<file path="config.mk">
export PLATFORM = sky130hd
export DESIGN_NAME = mbpd_poll_master
export DESIGN_NICKNAME = d
export VERILOG_FILES = /design/src/verilog/mbpd_pkg.sv /design/src/verilog/mbpd_poll_master.sv
export VERILOG_INCLUDE_DIRS = /design/src /design/src/verilog
export SDC_FILE = /design/constraint.sdc
export NUM_CORES = 1
export LEC_CHECK = 0
export BUFFER_PORTS_ARGS = -buffer_cell sky130_fd_sc_hd__buf_2
export CAP_MARGIN = 20
export CORE_UTILIZATION = 43
export CTS_CLUSTER_DIAMETER = 30
export DETAILED_ROUTE_END_ITERATION = 10
export GPL_ROUTABILITY_DRIVEN = 0
export SETUP_SLACK_MARGIN = 0.15
export SLEW_MARGIN = 30
export SYNTH_ARGS = -nofsm -noshare
export SYNTH_HDL_FRONTEND = slang
export SYNTH_SLANG_ARGS = --single-unit
export TNS_END_PERCENT = 30
</file>
<file path="constraint.sdc">
create_clock -name sys_clk_i -period 2.7 [get_ports sys_clk_i]
set_input_delay 0.135 -clock sys_clk_i [delete_from_list [all_inputs] [get_ports sys_clk_i]]
set_output_delay 0.135 -clock sys_clk_i [all_outputs]
set_load 0.01 [all_outputs]
</file>
<file path="src/verilog/mbpd_regs.svh">
// constants for the serial poll master with diagnostics
// Contract
// - Address 0 is broadcast, 1 to 247 pick one slave, and 248 to 255 are reserved and unused.
// - Each request carries the target slave address and the master has no address of its own.
// - Only the master starts a transaction and a slave talks only to answer a request sent to it.
// - The master keeps at most one request outstanding until a reply or a timeout.
// - A broadcast gets no reply and the master does not wait for one.
// - A response timer runs for each addressed request and on expiry the request is abandoned.
// - The master keeps polling and enters diagnostic mode after three unanswered polls in a row.
// - In diagnostic mode diagnose packets are sent repeatedly at a regular interval.
// - A correct reply in diagnostic mode ends it and normal polling resumes.
// - Byte one of a diagnose packet is the packet length.
// - Byte two is the page number and byte three the fieldbus I/O module number.
`ifndef MBPD_REGS_SVH
`define MBPD_REGS_SVH
`define MBPD_ADDR_BCAST 8'h00
`define MBPD_ADDR_MAX 8'hf7
`define MBPD_MISS_LIMIT 2'h3
`define MBPD_DIAG_LEN 8'h03
`define MBPD_CLK_HZ 25000000
`define MBPD_TIMEOUT_US 1000
`define MBPD_TIMEOUT_CYC (`MBPD_TIMEOUT_US * (`MBPD_CLK_HZ / 1000000))
`define MBPD_DIAG_PERIOD_US 100000
`define MBPD_DIAG_PERIOD_CYC (`MBPD_DIAG_PERIOD_US * (`MBPD_CLK_HZ / 1000000))
`endif

</file>
<file path="src/verilog/mbpd_pkg.sv">
// types for the serial poll master with diagnostics
package mbpd_pkg;
  typedef enum logic [1:0] {
    MBPD_IDLE,
    MBPD_WAIT,
    MBPD_DIAG
  } mbpd_state_t;
endpackage

</file>
<file path="src/verilog/mbpd_poll_master.sv">
// serial poll master: one outstanding request, timeout, diagnostic mode
`timescale 1ns/1ps
`default_nettype none
`include "mbpd_regs.svh"
module mbpd_poll_master #(
  parameter int TIMEOUT_CYC = `MBPD_TIMEOUT_CYC,
  parameter int DIAG_PERIOD_CYC = `MBPD_DIAG_PERIOD_CYC
) (
  input wire logic sys_clk_i,
  input wire logic resetn_i,
  input wire logic req_valid_i,
  input wire logic [7:0] req_addr_i,
  input wire logic [7:0] req_func_i,
  input wire logic [7:0] req_page_i,
  input wire logic [7:0] req_module_i,
  input wire logic rsp_valid_i,
  input wire logic [7:0] rsp_addr_i,
  input wire logic rsp_ok_i,
  input wire logic rsp_exc_i,
  output logic req_ready_o,
  output logic bus_send_o,
  output logic [7:0] bus_addr_o,
  output logic [7:0] bus_func_o,
  output logic req_reject_o,
  output logic timeout_o,
  output logic rsp_done_o,
  output logic rsp_exc_o,
  output logic diag_mode_o,
  output logic diag_send_o,
  output logic [7:0] diag_len_o,
  output logic [7:0] diag_page_o,
  output logic [7:0] diag_module_o
);
  mbpd_pkg::mbpd_state_t state_q;
  logic [31:0] timer_q;
  logic [31:0] diag_tmr_q;
  logic [1:0] miss_q;
  logic [7:0] cur_addr_q;
  logic [7:0] cur_page_q;
  logic [7:0] cur_module_q;
  // valid, ok, exception and address bits of a reply
  localparam int RSP_W = 11;
  logic [RSP_W-1:0] rsp_raw;
  logic [RSP_W-1:0] rsp_s1_q;
  logic [RSP_W-1:0] rsp_s2_q;
  logic rsp_seen_q;
  logic rsp_sync;
  logic ok_sync;
  logic exc_sync;
  logic [7:0] ra_sync;
  logic rsp_evt;
  logic start;
  logic addr_legal;
  logic is_bcast;
  logic take;
  logic rsp_match;
  logic expire;

  assign rsp_raw = {rsp_valid_i, rsp_ok_i, rsp_exc_i, rsp_addr_i};

  // reply pins come from the serial receiver: two flops per bit
  for (genvar b = 0; b < RSP_W; b++) begin : g_sync
    always_ff @(posedge sys_clk_i or negedge resetn_i) begin
      if (!resetn_i) begin
        rsp_s1_q[b] <= 1'b0;
        rsp_s2_q[b] <= 1'b0;
      end else begin
        rsp_s1_q[b] <= rsp_raw[b];
        rsp_s2_q[b] <= rsp_s1_q[b];
      end
    end
  end

  assign {rsp_sync, ok_sync, exc_sync, ra_sync} = rsp_s2_q;

  // a held reply counts once, at its first synchronised cycle
  always_ff @(posedge sys_clk_i or negedge resetn_i) begin
    if (!resetn_i) begin
      rsp_seen_q <= 1'b0;
    end else begin
      rsp_seen_q <= rsp_sync;
    end
  end
  assign rsp_evt = rsp_sync && !rsp_seen_q;

  assign is_bcast = (req_addr_i == `MBPD_ADDR_BCAST);
  assign addr_legal = (req_addr_i <= `MBPD_ADDR_MAX);
  assign take = req_valid_i && req_ready_o;
  assign start = take && addr_legal && !is_bcast;
  // a reply counts only from the polled slave while waiting
  assign rsp_match = rsp_evt && (ra_sync == cur_addr_q)
    && (state_q != mbpd_pkg::MBPD_IDLE);
  assign expire = (state_q != mbpd_pkg::MBPD_IDLE) && !rsp_match
    && (timer_q == 32'(TIMEOUT_CYC - 1));

  // response timer, runs only while a poll is outstanding
  always_ff @(posedge sys_clk_i or negedge resetn_i) begin
    if (!resetn_i) begin
      timer_q <= 32'h0;
    end else if ((state_q == mbpd_pkg::MBPD_IDLE) || rsp_match || expire) begin
      timer_q <= 32'h0;
    end else begin
      timer_q <= timer_q + 32'h1;
    end
  end

  // request sequencing
  always_ff @(posedge sys_clk_i or negedge resetn_i) begin
    if (!resetn_i) begin
      state_q <= mbpd_pkg::MBPD_IDLE;
    end else begin
      unique case (state_q)
        mbpd_pkg::MBPD_IDLE: begin
          if (start) begin
            state_q <= (miss_q == `MBPD_MISS_LIMIT) ? mbpd_pkg::MBPD_DIAG
                                                    : mbpd_pkg::MBPD_WAIT;
          end
        end
        mbpd_pkg::MBPD_WAIT, mbpd_pkg::MBPD_DIAG: begin
          if (rsp_match || expire) begin
            state_q <= mbpd_pkg::MBPD_IDLE;
          end
        end
        default: state_q <= mbpd_pkg::MBPD_IDLE;
      endcase
    end
  end

  // target of the outstanding poll, also the source of diagnose data
  always_ff @(posedge sys_clk_i or negedge resetn_i) begin
    if (!resetn_i) begin
      cur_addr_q <= 8'h00;
      cur_page_q <= 8'h00;
      cur_module_q <= 8'h00;
    end else if (start) begin
      cur_addr_q <= req_addr_i;
      cur_page_q <= req_page_i;
      cur_module_q <= req_module_i;
    end
  end

  // ready only with no poll outstanding; broadcasts leave it up
  always_ff @(posedge sys_clk_i or negedge resetn_i) begin
    if (!resetn_i) begin
      req_ready_o <= 1'b0;
    end else if (state_q == mbpd_pkg::MBPD_IDLE) begin
      req_ready_o <= !start;
    end else begin
      req_ready_o <= rsp_match || expire;
    end
  end

  // request put on the bus, or refused
  always_ff @(posedge sys_clk_i or negedge resetn_i) begin
    if (!resetn_i) begin
      bus_send_o <= 1'b0;
      bus_addr_o <= 8'h00;
      bus_func_o <= 8'h00;
      req_reject_o <= 1'b0;
    end else begin
      bus_send_o <= take && addr_legal;
      req_reject_o <= take && !addr_legal;
      if (take && addr_legal) begin
        bus_addr_o <= req_addr_i;
        bus_func_o <= req_func_i;
      end
    end
  end

  // outcome pulses of the outstanding poll
  always_ff @(posedge sys_clk_i or negedge resetn_i) begin
    if (!resetn_i) begin
      timeout_o <= 1'b0;
      rsp_done_o <= 1'b0;
      rsp_exc_o <= 1'b0;
    end else begin
      timeout_o <= expire;
      rsp_done_o <= rsp_match;
      rsp_exc_o <= rsp_match && exc_sync;
    end
  end

  // consecutive miss counter and diagnostic mode
  always_ff @(posedge sys_clk_i or negedge resetn_i) begin
    if (!resetn_i) begin
      miss_q <= 2'h0;
      diag_mode_o <= 1'b0;
    end else begin
      if (rsp_match && (ok_sync || exc_sync)) begin
        miss_q <= 2'h0;
        diag_mode_o <= 1'b0;
      end else if (expire) begin
        if (miss_q != `MBPD_MISS_LIMIT) begin
          miss_q <= miss_q + 2'h1;
        end
        if (miss_q == (`MBPD_MISS_LIMIT - 2'h1)) begin
          diag_mode_o <= 1'b1;
        end
      end
    end
  end

  // periodic diagnose packets
  always_ff @(posedge sys_clk_i or negedge resetn_i) begin
    if (!resetn_i) begin
      diag_tmr_q <= 32'h0;
      diag_send_o <= 1'b0;
      diag_len_o <= 8'h00;
      diag_page_o <= 8'h00;
      diag_module_o <= 8'h00;
    end else begin
      diag_send_o <= 1'b0;
      if (!diag_mode_o) begin
        diag_tmr_q <= 32'h0;
      end else if (diag_tmr_q == 32'h0) begin
        diag_send_o <= 1'b1;
        diag_len_o <= `MBPD_DIAG_LEN;
        diag_page_o <= cur_page_q + 8'h01;
        diag_module_o <= cur_module_q + 8'h01;
        diag_tmr_q <= 32'(DIAG_PERIOD_CYC - 1);
      end else begin
        diag_tmr_q <= diag_tmr_q - 32'h1;
      end
    end
  end
endmodule
`default_nettype wire

</file>
==> results.py, run 1 <==
metrics = {
    "global_route": {
        "grt_pass1_vias": 4893,
        "gr-total-overflow": 0,
        "gr-usage-all-layers": 0.186,
        "antenna_found_initial": 0,
        "grt_pass1_wl_um": 23500,
        "grt_max_degree": 59,
    },
    "synthesis": {
        "synth_area_per_cell_um2": 11.7,
        "ys.flop_type": "dfrtp_1",
        "synthTopCellsByArea": "dfrtp_1, mux2_2, xnor2_1, xor2_1, nor2_1",
        "synth_top_cell_by_area": "dfrtp_1",
        "synthesis.instances": 571,
        "ys_warn_count": 0,
        "yosysSeqAreaShare": 0.582,
        "synth_cell_type_count": 49,
        "synth_edf_count": 0,
        "synth_area_um2": 6710,
        "synthArstFlopShare": 1.00,
        "synth_top_area_share": 0.582,
        "synth_seq_cells": 156,
    },
    "pwr": {
        "p_switching_mw": 1.83,
        "p_sw_frac": 0.267,
        "max-vdd-ir-drop_uv": 557,
        "cellPowerDensity_nw_per_um2": 802,
        "power_frac_clock": 0.388,
        "p_int_mw": 5.05,
        "p_leak_nw": 4.21,
        "seqPwrFrac": 0.430,
        "comb_power_share": 0.182,
    },
    "route": {
        "drtIter0Drc": 288,
        "drc": 0,
        "drt-pass1-iter-count": 5,
        "drtAntennaViolNets": 0,
        "via_per_inst": 5.12,
        "finalWirelength_um": 13700,
        "dr_total_vias": 4732,
        "wl_per_cell_um": 14.9,
    },
    "timing": {
        "rsz0062_at_grt": "false",
        "setup_viol": 0,
        "maxSlewViolCount": 0,
        "relSlewSlack": 0.535,
        "fin_skew_ns": 0.0121,
        "worst_pin_slew_ns": 0.695,
        "finalHoldViolCount": 0,
        "fmax_mhz": 413,
        "setup_tns_ns": 0,
        "period_share": 0.896,
        "whs_ns": 0.110,
        "period_needed_ns": 2.42,
    },
    "critical_path": {
        "critPathKind": "flip-flop to flip-flop",
        "worstPathArrival_ns": 2.73,
        "r2r_start": "diag_tmr_q[14]",
        "crit_fanout": 18,
        "ff2ff_setup_slack_ns": 0.28,
        "cpPeakStageDelay_ns": 0.58,
        "reg2reg_to": "diag_page_o[3]",
        "crit_chain": "or4_4, nor4_4, nand4_2, or3_1, buf_4, mux2_4",
        "crit_family": "simple AND/OR/NAND/NOR gates",
        "rr_worst_depth": 6,
        "startpoint_type": "flip-flop",
        "cp.required_ns": 3.01,
        "cp_slowest_cell": "or4_4",
        "worstPathBufferInverterCount": 1,
        "cp-end-kind": "flip-flop",
    },
    "final_layout": {
        "mostFrequentLayoutCells": "dfrtp_1, buf_2, nor2_1",
        "regArea_um2": 3900,
        "layout_commonest_cell": "dfrtp_1",
        "multiInputGateArea_um2": 2660,
        "finalNetCount": 777,
        "area_delta_synth_final_pct": 27.8,
        "drive_gt1_frac": 0.259,
        "diodes": 0,
        "n_fill_cell": 1275,
    },
    "cts": {
        "cts_tree": "built",
        "clk_pin_slew_ns": 0.06,
        "cts-buffers-inserted": 17,
        "clkSinkCount": 156,
        "htreeDepth": 4,
        "clk_latency_ns": 0.43,
        "ctsRootBufferMaster": "clkbuf_16",
        "clk_path_buf_depth": 2,
    },
    "floorplanning": {
        "die_y_um": 127,
        "pin_count": 94,
        "start_util": 0.441,
        "dieArea_um2": 16100,
        "coreArea_um2": 15200,
        "row_count": 45,
        "die_w_um": 127,
    },
    "worst_hold_path": {
        "hp-start": "req_valid_i",
        "holdPathStages": 3,
        "min_to": "req_reject_o",
        "min_path_type": "primary input to flip-flop",
    },
    "status": {
        "outcome": "completed",
    },
    "job": {
        "drv_cap": 0,
    },
    "place": {
        "port_buffers": 87,
        "place_hpwl_um": 8950,
    },
}
[worst reg2reg max path, delay by kind of cell (launching register included)]
| family | cells | cell delay [ns] |
|---|---|---|
| AND/OR/NAND/NOR | 4 | 1.34 |
| buffers and inverters | 1 | 0.23 |
| multiplexers | 1 | 0.32 |
| flip-flops | 1 | 0.41 |
[per-layer routing]
| metal | up-vias | wire length (um) | GRT usage |
|---|---|---|---|
| met1 | 2341 | 6220 | 0.230 |
| li1 | 2297 | - | - |
| met3 | 20 | 412 | 0.0447 |
| met5 | - | 0 | 0 |
| met2 | 74 | 6920 | 0.316 |
| met4 | 0 | 197 | 0.0679 |
[power groups by stage]
stage / clock network [mW] / registers [mW] / logic [mW]
4_1_cts: 2.71 / 2.96 / 1.27
3_3_place_gp: 0 / 2.97 / 1.17
3_5_place_dp: 0 / 2.99 / 1.20
5_1_grt: 2.83 / 3.01 / 1.38
2_1_floorplan: 0 / 3.00 / 0.737
6_report: 2.67 / 2.96 / 1.25
[repair_timing]
item                                    in CTS  in global routing
hold endpoints to repair                   103                  0
setup buffers                                0                  1
endpoints found under the setup margin       0                 13
gates resized for setup                      0                  2
hold buffers                                44                  0
[synthesized netlist by cell type (2+ instances only)]
cell,number
buf_1,3
nor3_1,11
and2_1,6
o41ai_1,2
nand2b_1,3
nor4_2,2
nand4_1,23
or2_2,2
buf_4,7
a31oi_1,3
nand3_1,22
mux2i_1,3
nand2_1,30
mux2_4,5
a31o_2,3
nor2_1,66
dfrtp_1,156
ha_1,7
and3_1,10
xnor2_1,35
xor2_1,35
a22o_1,7
inv_1,16
or3_1,6
a21oi_1,15
nand3b_1,4
o21ai_0,3
or4_1,5
o22a_1,5
nor4_1,13
clkbuf_1,8
o31ai_1,3
buf_6,2
mux2_2,35
[state kept, by name (all words and copies together) (netlist names), 2 cells and up]
register       cells
bus_func_o         8
timer_q           32
diag_tmr_q        32
ra_sync            8
cur_addr_q         8
bus_addr_o         8
rsp_s1_q          11
cur_module_q       8
diag_module_o      8
miss_q             2
cur_page_q         8
state_q            2
diag_page_o        8
[metrics by stage]
stage	power (mW)	util	setup WS (ns)	cell area, um2	std cells
2_1_floorplan	3.74	-	0.250	6730	576
3_3_place_gp	4.15	0.490	0.253	7450	848
3_5_place_dp	4.19	0.490	0.207	7450	848
4_1_cts	6.94	0.563	0.197	8560	924
5_1_grt	7.22	0.564	0.142	8570	925
6_report	6.88	0.564	0.281	8570	925
[cells by family (layout without fill, tap and decap cells)]
| logic type | Yosys count | after routing | synth area share |
|---|---|---|---|
| muxes | 43 | 43 | 0.0744 |
| xor gates and xnor gates | 70 | 70 | 0.0914 |
| and+or+nand+nor | 211 | 211 | 0.164 |
| AOI/OAI and AO/OA | 46 | 46 | 0.0476 |
| DFF | 156 | 156 | 0.582 |
| other | 1 | 6 | 0.000559 |
| adders and majority gates | 7 | 7 | 0.0131 |
| buffers and inverters | 37 | 198 | 0.0270 |
[how the worst max path moves through the flow]
| stage | from | end | slack [ns] | depth (start not counted) |
|---|---|---|---|---|
| floorplan | diag_tmr_q[14] | diag_page_o[2] | 0.25 | 7 |
| global placement | diag_tmr_q[26] | diag_page_o[4] | 0.25 | 6 |
| detailed placement | diag_tmr_q[26] | diag_page_o[3] | 0.21 | 6 |
| CTS | diag_tmr_q[26] | diag_page_o[3] | 0.20 | 6 |
| global route | diag_tmr_q[26] | diag_page_o[5] | 0.14 | 6 |
| finish | diag_tmr_q[14] | diag_page_o[3] | 0.28 | 6 |
[area by class of cell]
type	instances	share of cell area
Tap cell	188	0.0274
Timing Repair Buffer	150	0.122
Clock buffer	20	0.0533
Multi-Input combinational cell	383	0.310
Sequential cell	156	0.455
Clock inverter	12	0.0245
Inverter	16	0.00700
No activity file was read; power rests on OpenSTA's default activity.
==> inputs of run 2 (changes only) <==
--- a/config.mk
+++ b/config.mk
@@ -6,9 +6,11 @@
 export SDC_FILE = /design/constraint.sdc
 export NUM_CORES = 1
 export LEC_CHECK = 0
+export ABC_AREA = 1
 export BUFFER_PORTS_ARGS = -buffer_cell sky130_fd_sc_hd__buf_2
 export CAP_MARGIN = 20
 export CORE_UTILIZATION = 43
+export CTS_BUF_LIST = sky130_fd_sc_hd__clkbuf_16
 export CTS_CLUSTER_DIAMETER = 30
 export DETAILED_ROUTE_END_ITERATION = 10
 export GPL_ROUTABILITY_DRIVEN = 0
==> results.py, run 2 <==
metrics = {
    "cts": {
        "postCtsSetupRepairBufs": 0,
        "cts_hold_buffers": 44,
        "cts_tree": "built",
        "clk_pin_slew_ns": 0.07,
        "clk_path_buf_depth": 2,
        "clkSinkCount": 156,
        "cts-resized-gates": 0,
        "clk_latency_ns": 0.43,
        "htreeDepth": 4,
        "ctsRootBufferMaster": "clkbuf_16",
        "cts-buffers-inserted": 17,
    },
    "timing": {
        "fin_skew_ns": 0.0105,
        "period_needed_ns": 2.07,
        "fmax_mhz": 484,
        "rsz0062_at_grt": "false",
        "relSlewSlack": 0.569,
        "setup_tns_ns": 0,
        "worst_pin_slew_ns": 0.646,
        "setup_viol": 0,
        "period_share": 0.765,
        "maxSlewViolCount": 0,
        "finalHoldViolCount": 0,
    },
    "synthesis": {
        "synthTopCellsByArea": "dfrtp_1, nand2_1, nor2_1, inv_1, xor2_1",
        "ys_warn_count": 0,
        "synthArstFlopShare": 1.00,
        "synth_edf_count": 0,
        "synth_area_per_cell_um2": 8.52,
        "synth_seq_cells": 156,
        "yosysMostFrequentCell": "nand2_1",
        "synth_area_um2": 7490,
        "synthesis.instances": 879,
        "synth_top_cell_by_area": "dfrtp_1",
        "synth_top_area_share": 0.521,
        "netlist_top_cells_count": "nand2_1, dfrtp_1, nor2_1, inv_1, nand3_1",
        "synth_cell_type_count": 39,
        "ys.flop_type": "dfrtp_1",
        "yosysSeqAreaShare": 0.521,
    },
    "route": {
        "finalWirelength_um": 16600,
        "via_per_inst": 4.75,
        "drtIter0Drc": 327,
        "wl_per_cell_um": 13.3,
        "drc": 0,
        "drt-pass1-iter-count": 5,
        "dr_total_vias": 5936,
        "drtAntennaViolNets": 0,
    },
    "critical_path": {
        "cp-end-kind": "flip-flop",
        "crit_cells": 8,
        "worstPathArrival_ns": 2.36,
        "worstPathBufferInverterCount": 3,
        "cp.required_ns": 2.99,
        "startpoint_type": "primary input",
        "critPathKind": "primary input to flip-flop",
        "rr_worst_depth": 9,
        "crit_chain": "dlygate4sd3_1, buf_2, and3_1, and3_1, nor2_8, nand2_2, inv_2, o21ai_0",
        "crit_fanout": 29,
        "cp_slowest_cell": "dlygate4sd3_1",
        "crit_family": "buffers and inverters",
        "crit_top_cell": "and3_1",
        "cpPeakStageDelay_ns": 0.54,
    },
    "final_layout": {
        "layout_commonest_cell": "nand2_1",
        "largestRegisters": "diag_tmr_q (32), timer_q (32), rsp_s1_q (11)",
        "finalNetCount": 1070,
        "utilization": 0.542,
        "area_delta_synth_final_pct": 21.7,
        "diodes": 0,
        "drive_gt1_frac": 0.170,
        "mostFrequentLayoutCells": "nand2_1, dfrtp_1, nor2_1",
    },
    "pwr": {
        "p_leak_nw": 4.78,
        "max-vdd-ir-drop_uv": 440,
        "cellPowerDensity_nw_per_um2": 710,
    },
    "global_route": {
        "grt_max_degree": 72,
        "grt_pass1_vias": 5911,
        "gr-usage-all-layers": 0.200,
        "grt_pass1_wl_um": 28000,
        "antenna_found_initial": 0,
        "gr-total-overflow": 0,
    },
    "worst_hold_path": {
        "min_path_type": "primary input to flip-flop",
        "holdPathStages": 3,
    },
    "floorplanning": {
        "die_y_um": 134,
        "pin_count": 94,
        "start_util": 0.445,
        "dieArea_um2": 18000,
        "die_w_um": 134,
        "row_count": 47,
        "coreArea_um2": 16800,
    },
    "status": {
        "outcome": "completed",
    },
    "job": {
        "drv_cap": 0,
    },
    "place": {
        "place_hpwl_um": 11800,
        "port_buffers": 87,
    },
}
## run 2: per-layer routing
metal  up-vias  share of wire  wire (um)  global-route usage
met5         -              0          0                   0
met4         0          0.014        229              0.0638
met3        19          0.029        484              0.0499
met2        97           0.48       7920               0.330
met1      2772           0.48       7940               0.257
li1       3048              -          -                   -
## run 2: area by class of cell
class                   instances  area, um2
well taps                     220        275
clock inverters                15        150
flip-flops and latches        156       3900
clock buffers                  17        425
fillers                      1608       7700
inverters                      97        364
repair buffers                136        920
multi-input cells             609       3080
## run 2: worst paths after layout
path	endpoint	start	slack, ns
min in group asynchronous	cur_addr_q[0]	resetn_i	0.28
hold / removal	req_reject_o	req_valid_i	0.09
setup / recovery	cur_addr_q[6]	req_addr_i[4]	0.63
setup reg to reg	diag_page_o[0]	diag_tmr_q[0]	0.66
max in group asynchronous	diag_tmr_q[24]	resetn_i	1.59
hold reg to reg	ra_sync[0]	rsp_s1_q[0]	0.35
## run 2: metrics by stage
step	instances	setup slack [ns]	instance area, um2	hold WS (ns)	power (mW)
2_1_floorplan	884	1.15	7510	-0.161	3.71
3_3_place_gp	1174	0.727	8100	0.193	4.13
3_5_place_dp	1174	0.661	8100	0.196	4.15
4_1_cts	1250	0.588	9110	0.0697	6.56
5_1_grt	1250	0.460	9110	0.0814	6.86
6_report	1250	0.635	9110	0.0854	6.48
## run 2: cells by family after synthesis
| kind of cell | Yosys count | synth area share |
|---|---|---|
| buf+inv | 119 | 0.0708 |
| fa+ha+maj | 7 | 0.0117 |
| compound gates | 72 | 0.0556 |
| other cells | 1 | 0.000501 |
| flops | 156 | 0.521 |
| xor+xnor | 41 | 0.0479 |
| simple gates | 483 | 0.292 |
## run 2: worst min-delay path, stage by stage
cell and delay [ns]:
buf_2 0.10, nand2_1 0.17, nor2_1 0.07
## run 2: power by group
part           internal (mW)  total [mW]  switching, mW
combinational          0.458        1.25          0.788
sequential              2.67        2.90          0.230
clock                   1.23        2.33           1.10
